<file path="config.mk">
export PLATFORM = sky130hd
export DESIGN_NAME = serial_control_i2c_target
export DESIGN_NICKNAME = d
export VERILOG_FILES = /design/src/rtl/serial_control_i2c_target.v
export VERILOG_INCLUDE_DIRS = /design/src /design/src/rtl
export SDC_FILE = /design/constraint.sdc
export NUM_CORES = 2
export LEC_CHECK = 0
export BUFFER_PORTS_ARGS = -buffer_cell sky130_fd_sc_hd__buf_2
export CAP_MARGIN = 40
export CORE_ASPECT_RATIO = 1.25
export CORE_MARGIN = 1.5
export CORE_UTILIZATION = 40
export DETAILED_ROUTE_END_ITERATION = 10
export PLACE_DENSITY = 0.63
export SYNTH_ARGS = -nofsm -noshare
export SYNTH_HDL_FRONTEND = slang
export SYNTH_SLANG_ARGS = --single-unit
</file>
<file path="constraint.sdc">
create_clock -name ref_clk -period 4.9 [get_ports ref_clk]
set_input_delay 0 -clock ref_clk [delete_from_list [all_inputs] [get_ports ref_clk]]
set_output_delay 0 -clock ref_clk [all_outputs]
set_load 0.05 [all_outputs]
</file>
<file path="src/rtl/serial_control_i2c_target_regs.vh">
`ifndef SERIAL_CONTROL_I2C_TARGET_REGS_VH
`define SERIAL_CONTROL_I2C_TARGET_REGS_VH

// ****************************************************************
// Target addresses selected by the address strap level.
// ****************************************************************
`define TGT_ADDR_0 7'h0C
`define TGT_ADDR_1 7'h0E
`define TGT_ADDR_2 7'h10
`define TGT_ADDR_3 7'h12
`define TGT_ADDR_4 7'h14
`define TGT_ADDR_5 7'h16
`define TGT_ADDR_6 7'h18
`define TGT_ADDR_7 7'h1A

// ****************************************************************
// Timing of the proxy master.
// ****************************************************************
`define REF_CLK_MHZ     100
`define SCL_QUARTER_NS  2500
`define SCL_QUARTER_CYC ((`SCL_QUARTER_NS * `REF_CLK_MHZ) / 1000)

// ****************************************************************
// Frame layout of a proxy write: address, ack, offset, ack, data, ack.
// ****************************************************************
`define PX_FRAME_BITS 27
`define PX_ACK_BIT_0  5'h08
`define PX_ACK_BIT_1  5'h11
`define PX_ACK_BIT_2  5'h1A
`define MEM_DEPTH     256

`endif

</file>
<file path="src/rtl/serial_control_i2c_target.v">
`timescale 1ns/1ps
`include "serial_control_i2c_target_regs.vh"

module serial_control_i2c_target #(
	parameter [15:0] SCL_QUARTER = `SCL_QUARTER_CYC
) (
	input  wire       ref_clk,
	input  wire       reset,
	input  wire [2:0] address_strap_pin,
	input  wire       scl_in,
	input  wire       sda_in,
	output reg        scl_out_ff,
	output reg        scl_oe_n_ff,
	output reg        sda_out_ff,
	output reg        sda_oe_n_ff,
	output reg  [6:0] own_addr_ff,
	input  wire       remote_req,
	input  wire       remote_we,
	input  wire [7:0] remote_addr,
	input  wire [7:0] remote_wdata,
	output reg        remote_ack_ff,
	output reg  [7:0] remote_rdata_ff,
	input  wire       px_req,
	input  wire [6:0] px_target,
	input  wire [7:0] px_offset,
	input  wire [7:0] px_data,
	output reg        px_busy_ff,
	output reg        px_done_ff,
	output reg        px_lost_ff
);

	localparam [2:0] T_IDLE = 3'h0;
	localparam [2:0] T_ADDR = 3'h1;
	localparam [2:0] T_AACK = 3'h2;
	localparam [2:0] T_WR   = 3'h3;
	localparam [2:0] T_WACK = 3'h4;
	localparam [2:0] T_RD   = 3'h5;
	localparam [2:0] T_RACK = 3'h6;

	localparam [2:0] M_IDLE  = 3'h0;
	localparam [2:0] M_WAIT  = 3'h1;
	localparam [2:0] M_START = 3'h2;
	localparam [2:0] M_BITS  = 3'h3;
	localparam [2:0] M_STOP  = 3'h4;

	// Strap level to bus address; eight levels give eight devices per bus.
	function [6:0] strap_to_addr;
		input [2:0] lvl;
		begin
			case (lvl)
				3'h0: strap_to_addr = `TGT_ADDR_0;
				3'h1: strap_to_addr = `TGT_ADDR_1;
				3'h2: strap_to_addr = `TGT_ADDR_2;
				3'h3: strap_to_addr = `TGT_ADDR_3;
				3'h4: strap_to_addr = `TGT_ADDR_4;
				3'h5: strap_to_addr = `TGT_ADDR_5;
				3'h6: strap_to_addr = `TGT_ADDR_6;
				default: strap_to_addr = `TGT_ADDR_7;
			endcase
		end
	endfunction

	// ****************************************************************
	// Pin sampling and bus condition detection.
	// ****************************************************************
	reg [2:0] scl_sync_ff;
	reg [2:0] sda_sync_ff;
	reg       scl_f_ff;
	reg       sda_f_ff;
	reg       scl_prev_ff;
	reg       sda_prev_ff;
	reg       strap_done_ff;
	reg       bus_busy_ff;
	wire      scl_rise = scl_f_ff & ~scl_prev_ff;
	wire      scl_fall = ~scl_f_ff & scl_prev_ff;
	wire      start_ev = scl_f_ff & scl_prev_ff & sda_prev_ff & ~sda_f_ff;
	wire      stop_ev  = scl_f_ff & scl_prev_ff & ~sda_prev_ff & sda_f_ff;

	// A level only counts once the second and third stages agree, which masks glitches.
	always @(posedge ref_clk or posedge reset) begin
		if (reset) begin
			scl_sync_ff   <= 3'h7;
			sda_sync_ff   <= 3'h7;
			scl_f_ff      <= 1'b1;
			sda_f_ff      <= 1'b1;
			scl_prev_ff   <= 1'b1;
			sda_prev_ff   <= 1'b1;
			strap_done_ff <= 1'b0;
			own_addr_ff   <= `TGT_ADDR_0;
			bus_busy_ff   <= 1'b0;
		end else begin
			scl_sync_ff <= {scl_sync_ff[1:0], scl_in};
			sda_sync_ff <= {sda_sync_ff[1:0], sda_in};
			if (scl_sync_ff[1] == scl_sync_ff[2])
				scl_f_ff <= scl_sync_ff[2];
			if (sda_sync_ff[1] == sda_sync_ff[2])
				sda_f_ff <= sda_sync_ff[2];
			scl_prev_ff <= scl_f_ff;
			sda_prev_ff <= sda_f_ff;
			// The strap is static, so it is caught once in the first cycle after release.
			if (!strap_done_ff) begin
				strap_done_ff <= 1'b1;
				own_addr_ff   <= strap_to_addr(address_strap_pin);
			end
			if (start_ev)
				bus_busy_ff <= 1'b1;
			else if (stop_ev)
				bus_busy_ff <= 1'b0;
		end
	end

	// ****************************************************************
	// Register store and access arbitration.
	// ****************************************************************
	reg  [7:0] cfg_mem [0:`MEM_DEPTH-1];
	reg        loc_pend_ff;
	reg        loc_we_ff;
	reg  [7:0] t_offset_ff;
	reg  [7:0] t_shift_ff;
	wire       grant_local = loc_pend_ff & ~remote_req;

	// Remote takes the port first; a waiting local access stretches SCL instead.
	always @(posedge ref_clk) begin
		if (remote_req && remote_we)
			cfg_mem[remote_addr] <= remote_wdata;
		else if (grant_local && loc_we_ff)
			cfg_mem[t_offset_ff] <= t_shift_ff;
	end

	// Remote answers one cycle after its request.
	always @(posedge ref_clk or posedge reset) begin
		if (reset) begin
			remote_ack_ff   <= 1'b0;
			remote_rdata_ff <= 8'h00;
		end else begin
			remote_ack_ff <= remote_req;
			if (remote_req && !remote_we)
				remote_rdata_ff <= cfg_mem[remote_addr];
		end
	end

	// ****************************************************************
	// Target state machine.
	// ****************************************************************
	reg [2:0] t_state_ff;
	reg [3:0] t_bits_ff;
	reg       t_have_off_ff;
	reg       t_more_ff;
	reg       t_drive_ff;

	// Bits are taken on SCL rise and driven after SCL fall.
	always @(posedge ref_clk or posedge reset) begin
		if (reset) begin
			t_state_ff    <= T_IDLE;
			t_bits_ff     <= 4'h0;
			t_shift_ff    <= 8'h00;
			t_offset_ff   <= 8'h00;
			t_have_off_ff <= 1'b0;
			t_more_ff     <= 1'b0;
			t_drive_ff    <= 1'b0;
			loc_pend_ff   <= 1'b0;
			loc_we_ff     <= 1'b0;
		end else if (start_ev) begin
			t_state_ff    <= T_ADDR;
			t_bits_ff     <= 4'h0;
			t_have_off_ff <= 1'b0;
			t_drive_ff    <= 1'b0;
			loc_pend_ff   <= 1'b0;
		end else if (stop_ev) begin
			t_state_ff  <= T_IDLE;
			t_drive_ff  <= 1'b0;
			loc_pend_ff <= 1'b0;
		end else begin
			if (grant_local) begin
				loc_pend_ff <= 1'b0;
				t_offset_ff <= t_offset_ff + 8'h01;
				if (!loc_we_ff) begin
					t_shift_ff <= cfg_mem[t_offset_ff];
					t_drive_ff <= ~cfg_mem[t_offset_ff][7];
				end
			end
			case (t_state_ff)
				T_ADDR, T_WR: begin
					if (scl_rise) begin
						t_shift_ff <= {t_shift_ff[6:0], sda_f_ff};
						t_bits_ff  <= t_bits_ff + 4'h1;
					end else if (scl_fall && t_bits_ff == 4'h8) begin
						if (t_state_ff == T_ADDR) begin
							if (t_shift_ff[7:1] == own_addr_ff) begin
								t_drive_ff <= 1'b1;
								t_more_ff  <= t_shift_ff[0];
								t_state_ff <= T_AACK;
							end else begin
								t_state_ff <= T_IDLE;
							end
						end else begin
							t_drive_ff <= 1'b1;
							t_state_ff <= T_WACK;
							if (!t_have_off_ff) begin
								t_offset_ff   <= t_shift_ff;
								t_have_off_ff <= 1'b1;
							end else begin
								loc_pend_ff <= 1'b1;
								loc_we_ff   <= 1'b1;
							end
						end
					end
				end
				T_AACK, T_WACK: begin
					if (scl_fall) begin
						t_drive_ff <= 1'b0;
						t_bits_ff  <= 4'h0;
						if (t_state_ff == T_AACK && t_more_ff) begin
							loc_pend_ff <= 1'b1;
							loc_we_ff   <= 1'b0;
							t_state_ff  <= T_RD;
						end else begin
							t_state_ff <= T_WR;
						end
					end
				end
				T_RD: begin
					if (scl_fall) begin
						t_shift_ff <= {t_shift_ff[6:0], 1'b0};
						t_bits_ff  <= t_bits_ff + 4'h1;
						if (t_bits_ff == 4'h7) begin
							t_drive_ff <= 1'b0;
							t_state_ff <= T_RACK;
						end else begin
							t_drive_ff <= ~t_shift_ff[6];
						end
					end
				end
				T_RACK: begin
					if (scl_rise) begin
						t_more_ff <= ~sda_f_ff;
					end else if (scl_fall) begin
						t_bits_ff <= 4'h0;
						if (t_more_ff) begin
							loc_pend_ff <= 1'b1;
							loc_we_ff   <= 1'b0;
							t_state_ff  <= T_RD;
						end else begin
							t_state_ff <= T_IDLE;
						end
					end
				end
				default: t_state_ff <= T_IDLE;
			endcase
		end
	end

	// ****************************************************************
	// Proxy master forwarding writes from the control link.
	// ****************************************************************
	reg [2:0]  m_state_ff;
	reg [1:0]  m_ph_ff;
	reg [15:0] m_timer_ff;
	reg [4:0]  m_bit_ff;
	reg [`PX_FRAME_BITS-1:0] m_frame_ff;
	reg        m_sda_low_ff;
	reg        m_scl_low_ff;
	wire       m_tick   = (m_timer_ff == 16'h0000);
	wire       m_ackbit = (m_bit_ff == `PX_ACK_BIT_0) || (m_bit_ff == `PX_ACK_BIT_1) ||
	                      (m_bit_ff == `PX_ACK_BIT_2);

	// Each bit is four quarter periods; the high quarter waits while a target stretches.
	always @(posedge ref_clk or posedge reset) begin
		if (reset) begin
			m_state_ff   <= M_IDLE;
			m_ph_ff      <= 2'h0;
			m_timer_ff   <= 16'h0000;
			m_bit_ff     <= 5'h00;
			m_frame_ff   <= {`PX_FRAME_BITS{1'b1}};
			m_sda_low_ff <= 1'b0;
			m_scl_low_ff <= 1'b0;
			px_busy_ff   <= 1'b0;
			px_done_ff   <= 1'b0;
			px_lost_ff   <= 1'b0;
		end else begin
			px_done_ff <= 1'b0;
			px_lost_ff <= 1'b0;
			if (!m_tick && !(m_ph_ff == 2'h2 && !scl_f_ff))
				m_timer_ff <= m_timer_ff - 16'h0001;
			case (m_state_ff)
				M_IDLE: begin
					if (px_req) begin
						m_frame_ff <= {px_target, 1'b0, 1'b1, px_offset, 1'b1, px_data, 1'b1};
						px_busy_ff <= 1'b1;
						m_state_ff <= M_WAIT;
					end
				end
				M_WAIT: begin
					if (!bus_busy_ff) begin
						m_state_ff <= M_START;
						m_ph_ff    <= 2'h0;
						m_timer_ff <= SCL_QUARTER;
					end
				end
				M_START: begin
					m_sda_low_ff <= 1'b1;
					if (m_tick) begin
						m_scl_low_ff <= 1'b1;
						m_bit_ff     <= 5'h00;
						m_state_ff   <= M_BITS;
						m_timer_ff   <= SCL_QUARTER;
					end
				end
				M_BITS: begin
					if (m_tick) begin
						m_timer_ff <= SCL_QUARTER;
						m_ph_ff    <= m_ph_ff + 2'h1;
						case (m_ph_ff)
							2'h0: m_sda_low_ff <= ~m_frame_ff[`PX_FRAME_BITS-1-m_bit_ff];
							2'h1: m_scl_low_ff <= 1'b0;
							2'h2: begin
								if (!m_sda_low_ff && !sda_f_ff && !m_ackbit) begin
									m_sda_low_ff <= 1'b0;
									m_scl_low_ff <= 1'b0;
									px_lost_ff   <= 1'b1;
									m_ph_ff      <= 2'h0;
									m_state_ff   <= M_WAIT;
								end
							end
							default: begin
								m_scl_low_ff <= 1'b1;
								m_bit_ff     <= m_bit_ff + 5'h01;
								if (m_bit_ff == `PX_ACK_BIT_2) begin
									m_state_ff <= M_STOP;
									m_ph_ff    <= 2'h0;
								end
							end
						endcase
					end
				end
				M_STOP: begin
					if (m_tick) begin
						m_timer_ff <= SCL_QUARTER;
						m_ph_ff    <= m_ph_ff + 2'h1;
						case (m_ph_ff)
							2'h0: m_sda_low_ff <= 1'b1;
							2'h1: m_scl_low_ff <= 1'b0;
							default: begin
								m_sda_low_ff <= 1'b0;
								px_busy_ff   <= 1'b0;
								px_done_ff   <= 1'b1;
								m_ph_ff      <= 2'h0;
								m_state_ff   <= M_IDLE;
							end
						endcase
					end
				end
				default: m_state_ff <= M_IDLE;
			endcase
		end
	end

	// ****************************************************************
	// Pin drivers.
	// ****************************************************************
	// Both lines are open drain: the output level is always low, the enable decides.
	always @(posedge ref_clk or posedge reset) begin
		if (reset) begin
			scl_out_ff  <= 1'b0;
			sda_out_ff  <= 1'b0;
			scl_oe_n_ff <= 1'b1;
			sda_oe_n_ff <= 1'b1;
		end else begin
			scl_out_ff  <= 1'b0;
			sda_out_ff  <= 1'b0;
			scl_oe_n_ff <= ~((loc_pend_ff & ~scl_f_ff) | m_scl_low_ff);
			sda_oe_n_ff <= ~(t_drive_ff | m_sda_low_ff);
		end
	end

endmodule

</file>
== Word level (Yosys, flattened, before mapping) ==
Memories as Yosys holds them, arrays and structs flattened. A register that Yosys moved wholly into a read port is not among the register bits.
Index checks and enable logic that the tools add are counted.
Word-level totals
  flip-flop bits (word level): 105
  bits in writable memories: 2048
  input bits: 49
  logic and storage cells: 319
  memories kept: 1
Operators by class
  $add $sub $neg: 6
  $lt $le $gt $ge: 1
  equality and inequality tests: 65
  muxes and demuxes: 141
  bitwise gates (word level): 23
  reduce and logical (&&, ||, !) cells: 51
Memories
  cfg_mem: depth 256, width 8, rd ports 2, clocked after Yosys merged registers in 1, write ports 1, RTL line serial_control_i2c_target.v:115  | reg [7:0] cfg_mem [0:`MEM_DEPTH-1];
Operators by type and width (number)
  8-bit 2-to-1 mux: 12
  1-bit 2-to-1 mux: 69
  3-bit 2-to-1 mux: 20
  2-bit != test, second input constant: 25
  16-bit 2-to-1 mux: 3
  5-bit case mux with 7 select lines: 1
  32-bit by 6-bit < comparator with 1-bit output, second input constant: 1
  16-bit case mux with 2 select lines: 1
  4-bit != test, second input constant: 7
  4-bit 2-to-1 mux: 6
  3-bit equality test, second input constant: 7
  3-bit by 2-bit equality test with 1-bit output, second input constant: 6
  3-bit != test, second input constant: 6
  1-bit case mux with 3 select lines: 6
  16-bit zero test: 1
  4-bit case mux with 4 select lines: 1
  8-bit case mux with 2 select lines: 1
  16-bit by 1-bit subtractor with 16-bit output, second input constant: 1
  5-bit 2-to-1 mux: 3
  3-bit case mux with 5 select lines: 1
  2-bit 2-to-1 mux: 7
  7-bit AND reduction: 2
  1-bit inverter: 12
  3-bit case mux with 4 select lines: 1
  other kinds (41): 87

== Depth between registers and ports, before layout ==
An unclocked memory read counts as a cell.
  word-level depth: 11
  gate-level depth with buffers: 13
  mapped depth without buffers: 9

== Worst setup path after synthesis ==
Ideal clock, no wire load.
  kind: register -> register
  start point: register loc_pend_ff
  end point: memory cfg_mem[0][0] (data pin)
  setup time: 823 ps
  arrival: 4337 ps
  path slack: -259 ps
  stages on the path, launching flop included: 7
  path buffers: 2
  path through: dfrtp_1 -> nand2b_1 -> nor2_1 -> clkbuf_1 -> clkbuf_1 -> nand2_1 -> nand2_1
Between the ends
  word-level cells in the longest chain between the ends: 7
Ends and longest elaborated chain
  from (decl): RTL line serial_control_i2c_target.v:116  | reg loc_pend_ff;
  from (signal assigned): RTL line serial_control_i2c_target.v:161  | loc_pend_ff <= 1'b0;
  from (signal assigned): RTL line serial_control_i2c_target.v:168  | loc_pend_ff <= 1'b0;
  from (signal assigned): RTL line serial_control_i2c_target.v:172  | loc_pend_ff <= 1'b0;
  1-bit AND: RTL line serial_control_i2c_target.v:120  | wire grant_local = loc_pend_ff & ~remote_req;
  1-bit logical AND: RTL line serial_control_i2c_target.v:126  | else if (grant_local && loc_we_ff)
  1-bit 2-to-1 mux: RTL line serial_control_i2c_target.v:126
  1-bit 2-to-1 mux: RTL line serial_control_i2c_target.v:124  | if (remote_req && remote_we)
  1-bit 2-to-1 mux (not written as such): RTL line serial_control_i2c_target.v:127  | cfg_mem[t_offset_ff] <= t_shift_ff;
  8-bit OR reduction (no line)
  8-bit 2-to-1 mux (no line)
  to (decl): RTL line serial_control_i2c_target.v:115
No other way between the ends.

== Worst setup path in the final report ==
  start point: register t_offset_ff[1]
  end point: register t_shift_ff[0]
Between the ends
  word-level cells in the longest chain between the ends: 5
  elaborated cells on any way between the ends: 6
  classes of those cells: 5 x mux; 1 x memory
Ends and longest elaborated chain
  from (decl): RTL line serial_control_i2c_target.v:118  | reg [7:0] t_offset_ff;
  from (signal assigned): RTL line serial_control_i2c_target.v:176  | t_offset_ff <= t_offset_ff + 8'h01;
  from (signal assigned): RTL line serial_control_i2c_target.v:200  | t_offset_ff <= t_shift_ff;
  memory 256 x 8 bit *
  8-bit 2-to-1 mux *: RTL line serial_control_i2c_target.v:177  | if (!loc_we_ff) begin
  8-bit 2-to-1 mux *: RTL line serial_control_i2c_target.v:174  | if (grant_local) begin
  8-bit 2-to-1 mux (on tied branches): RTL line serial_control_i2c_target.v:223, serial_control_i2c_target.v:184
  8-bit case mux with 2 select lines *: RTL line serial_control_i2c_target.v:182  | case (t_state_ff)
  to (signal assigned): RTL line serial_control_i2c_target.v:178  | t_shift_ff <= cfg_mem[t_offset_ff];
  to (signal assigned): RTL line serial_control_i2c_target.v:185  | t_shift_ff <= {t_shift_ff[6:0], sda_f_ff};
  to (signal assigned): RTL line serial_control_i2c_target.v:224  | t_shift_ff <= {t_shift_ff[6:0], 1'b0};
  to (decl): RTL line serial_control_i2c_target.v:119  | reg [7:0] t_shift_ff;
Every way passes the cells marked *; elsewhere a longest branch is shown, timed or not.
A chain may end at the register's enable or synchronous reset.

==> flow_metrics.py <==
metrics = {
    "run_status": {
        "status": "finished, final reports clean",
    },
    "timing": {
        "layout_min_cycle_time_ps": 4500,
        "tightestPinTransition_ps": 1210,
        "final.setup.worst_slack_ps": 397,
        "hold_viol": 0,
        "drv_slew": 0,
        "fmax_mhz": 222,
        "finalSetupViolations": 0,
        "grt_setup_unrepaired": "no",
        "fin_skew_ps": 69.4,
        "period_share": 0.919,
        "relSlewSlack": 0.195,
        "setup_tns_ps": 0,
    },
    "floorplanning": {
        "die_x_um": 452,
        "core_area_um2": 252000,
        "start_util": 0.401,
        "die_area_um2": 255000,
        "io_pins": 72,
        "fp-row-count": 206,
        "die-height_um": 565,
    },
    "clock_tree": {
        "numCtsBuffers": 218,
        "cts_sinks": 2158,
        "clk_pin_slew_worst_paths_ps": 70,
        "htreeDepth": 4,
        "cts_buffer_depth": 4,
        "clkLatencyLatePin_ps": 910,
        "tritoncts": "built",
        "cts-root-buf": "clkbuf_16",
    },
    "power": {
        "combinationalPowerShare": 0.132,
        "power.leakage_nw": 37.8,
        "power.density_nw_per_um2": 377,
        "power_mw": 43.7,
        "power.switching_mw": 11.1,
        "peakVddDrop_mv": 0.309,
        "p_int_mw": 32.6,
        "p_sw_frac": 0.253,
        "clock_power_share": 0.391,
        "p_seq_frac": 0.478,
    },
    "critical_path": {
        "crit_arrival_ps": 5260,
        "slowest_stage": "dfrtp_4",
        "critPathMaxFanout": 49,
        "end_kind": "register",
        "crit_family": "compound AO/OA/AOI/OAI gates",
        "crit_path_start_kind": "register",
        "crit_buf_inv": 3,
        "cp_cell_sequence": "buf_12 -> buf_4 -> mux4_2 -> a221oi_1 -> o22ai_1 -> o21ai_0 -> buf_4 -> a31oi_1",
        "crit_type": "register to register",
        "max_stage_delay_ps": 1020,
        "crit_top_cell": "buf_4",
        "cp.required_ps": 5660,
    },
    "placed_design": {
        "gp_congestion": 0.977,
        "dpl.hpwl_um": 223000,
        "portBuffers": 66,
        "dp.cells": 8883,
        "pre_cts_ws_ps": 494,
    },
    "synth": {
        "postSynthAreaPerCell_um2": 18.4,
        "synth_async_sr_flop_share": 0.0510,
        "ys_types": 74,
        "ys_seq_elements": 2158,
        "yosys_warnings": 0,
        "synth_top_area_frac": 0.609,
        "synth_area_um2": 101000,
        "synth_edf_count": 2048,
        "ys.flop_type": "edfxtp_1",
        "yosysSeqAreaShare": 0.637,
        "synthCells": 5479,
        "synth_largest_area_cell": "edfxtp_1",
        "synthTopCellsByArea": "edfxtp_1 61%, mux4_2 22%, mux2i_1 2.4%",
    },
    "worst_hold_path": {
        "holdCritPathClass": "input port to register",
    },
    "finish": {
        "layout.nets": 5935,
        "layout_common_cells": "2048 x edfxtp_1, 988 x mux4_2, 392 x buf_4",
        "drive_above_1_share": 0.329,
        "instances_no_fill": 9388,
        "fill_cells": 21200,
        "layout_commonest_cell": "edfxtp_1",
        "syn2layout_area_growth_pct": 14.9,
    },
    "route": {
        "avgViaCountPerCell": 6.58,
        "drtPass1Iterations": 9,
        "drt_wl_total_um": 341000,
        "num_vias": 61800,
        "wire_per_inst_um": 36.4,
        "first_iter_violations": 9025,
        "final_antenna_net_count": 0,
        "drc_errors": 0,
    },
    "grt": {
        "grt_usage": 0.265,
        "antenna_found_initial": 20,
        "grt_pass1_wl_um": 481000,
        "grt_overflow": 0,
        "grt_max_degree": 131,
        "grt_pass1_vias": 62600,
    },
    "flow_run": {
        "drv_cap": 0,
    },
}
==> final cells by class <==
class | count | area, um2 | share of cell area
timing repair buffer | 621 | 5480 | 0.0473
tap | 3328 | 4160 | 0.0359
antenna | 22 | 55.1 | 0.000475
clock buffer | 258 | 5700 | 0.0491
inverter | 27 | 104 | 0.000895
sequential | 2158 | 64300 | 0.555
multi-input combinational | 2846 | 34700 | 0.299
clock inverter | 128 | 1430 | 0.0123
==> Yosys cell counts (all sizes together) (69+ instances only) <==
| master | instances |
|---|---|
| mux4 | 988 |
| edfxtp | 2048 |
| buf | 226 |
| nor2 | 344 |
| a22oi | 151 |
| o21ai | 78 |
| o22ai | 69 |
| dfrtp | 72 |
| mux2i | 247 |
| a21oi | 112 |
| nand2 | 172 |
| clkbuf | 226 |
==> power groups by stage <==
stage	Clock (mW)	Sequential, mW	Combinational, mW
after detailed placement	0	21.2	5.43
after global placement	0	21.2	5.36
after global routing	17.8	20.9	5.94
after floorplan	0	21.1	3.47
final	17.1	20.9	5.75
after CTS	17.2	20.9	5.65
==> through the flow <==
stage	area, um2	hold slack (ps)	utilization
5_1_grt	116000	113	0.461
3_3_place_gp	107000	4.37	0.426
3_5_place_dp	108000	11.1	0.429
6_report	116000	118	0.461
2_1_floorplan	101000	4.48	-
4_1_cts	116000	69.3	0.461
==> kinds of logic after synthesis <==
logic type,count (synthesis),synth area share
buffers and inverters,479,0.0219
xor gates and xnor gates,23,0.00200
and+or+nand+nor,759,0.0334
other,2,0.0000744
muxes,1284,0.250
DFF,2158,0.637
AOI/OAI and AO/OA,758,0.0534
adders and majority gates,16,0.00193
==> state kept, by name (all words and copies together), names as in the netlist, 5 cells and up <==
| register | flops |
|---|---|
| t_shift_ff | 8 |
| m_frame_ff | 24 |
| remote_rdata_ff | 8 |
| m_timer_ff | 16 |
| m_bit_ff | 5 |
| cfg_mem | 2048 |
| t_offset_ff | 8 |
==> per-layer routing <==
layer	part of all wire	vias to the layer above	global-route usage	routed length (um)
li1	-	24100	-	-
met5	0.00022	-	0	75
met4	0.078	12	0.171	26600
met2	0.47	4065	0.424	162000
met3	0.10	1043	0.0559	35200
met1	0.34	32600	0.328	118000
==> repair_timing <==
| action | in CTS | in global routing |
|---|---|---|
| gates resized for setup | 0 | 0 |
| hold buffers | 88 | 1 |
| endpoints found under the hold margin | 281 | 16 |
| endpoints found under the setup margin | 0 | 0 |
| setup buffers | 0 | 0 |
==> path summary, 6_finish.rpt <==
check | from | end | slack (ps) | cells after the start
max | t_offset_ff[1]$_DFFE_PP0P_ | t_shift_ff[0]$_DFFE_PP0P_ | 400 | 8
min | remote_req | loc_pend_ff$_DFF_PP0_ | 120 | 4
max reg2reg | t_offset_ff[1]$_DFFE_PP0P_ | t_shift_ff[0]$_DFFE_PP0P_ | 400 | 8
min reg2reg | sda_sync_ff[1]$_DFF_PP1_ | sda_sync_ff[2]$_DFF_PP1_ | 360 | 0
max in group asynchronous | reset | t_offset_ff[2]$_DFFE_PP0P_ | 3490 | 5
min in group asynchronous | reset | m_timer_ff[10]$_DFF_PP0_ | 270 | 4
==> worst register-to-register path, stage by stage, from the launching register on <==
cell and delay [ps]:
dfrtp_4 1020, buf_12 430, buf_4 470, mux4_2 370, a221oi_1 900, o22ai_1 190, o21ai_0 680, buf_4 230
a31oi_1 70
No activity file was read; power rests on OpenSTA's default activity.
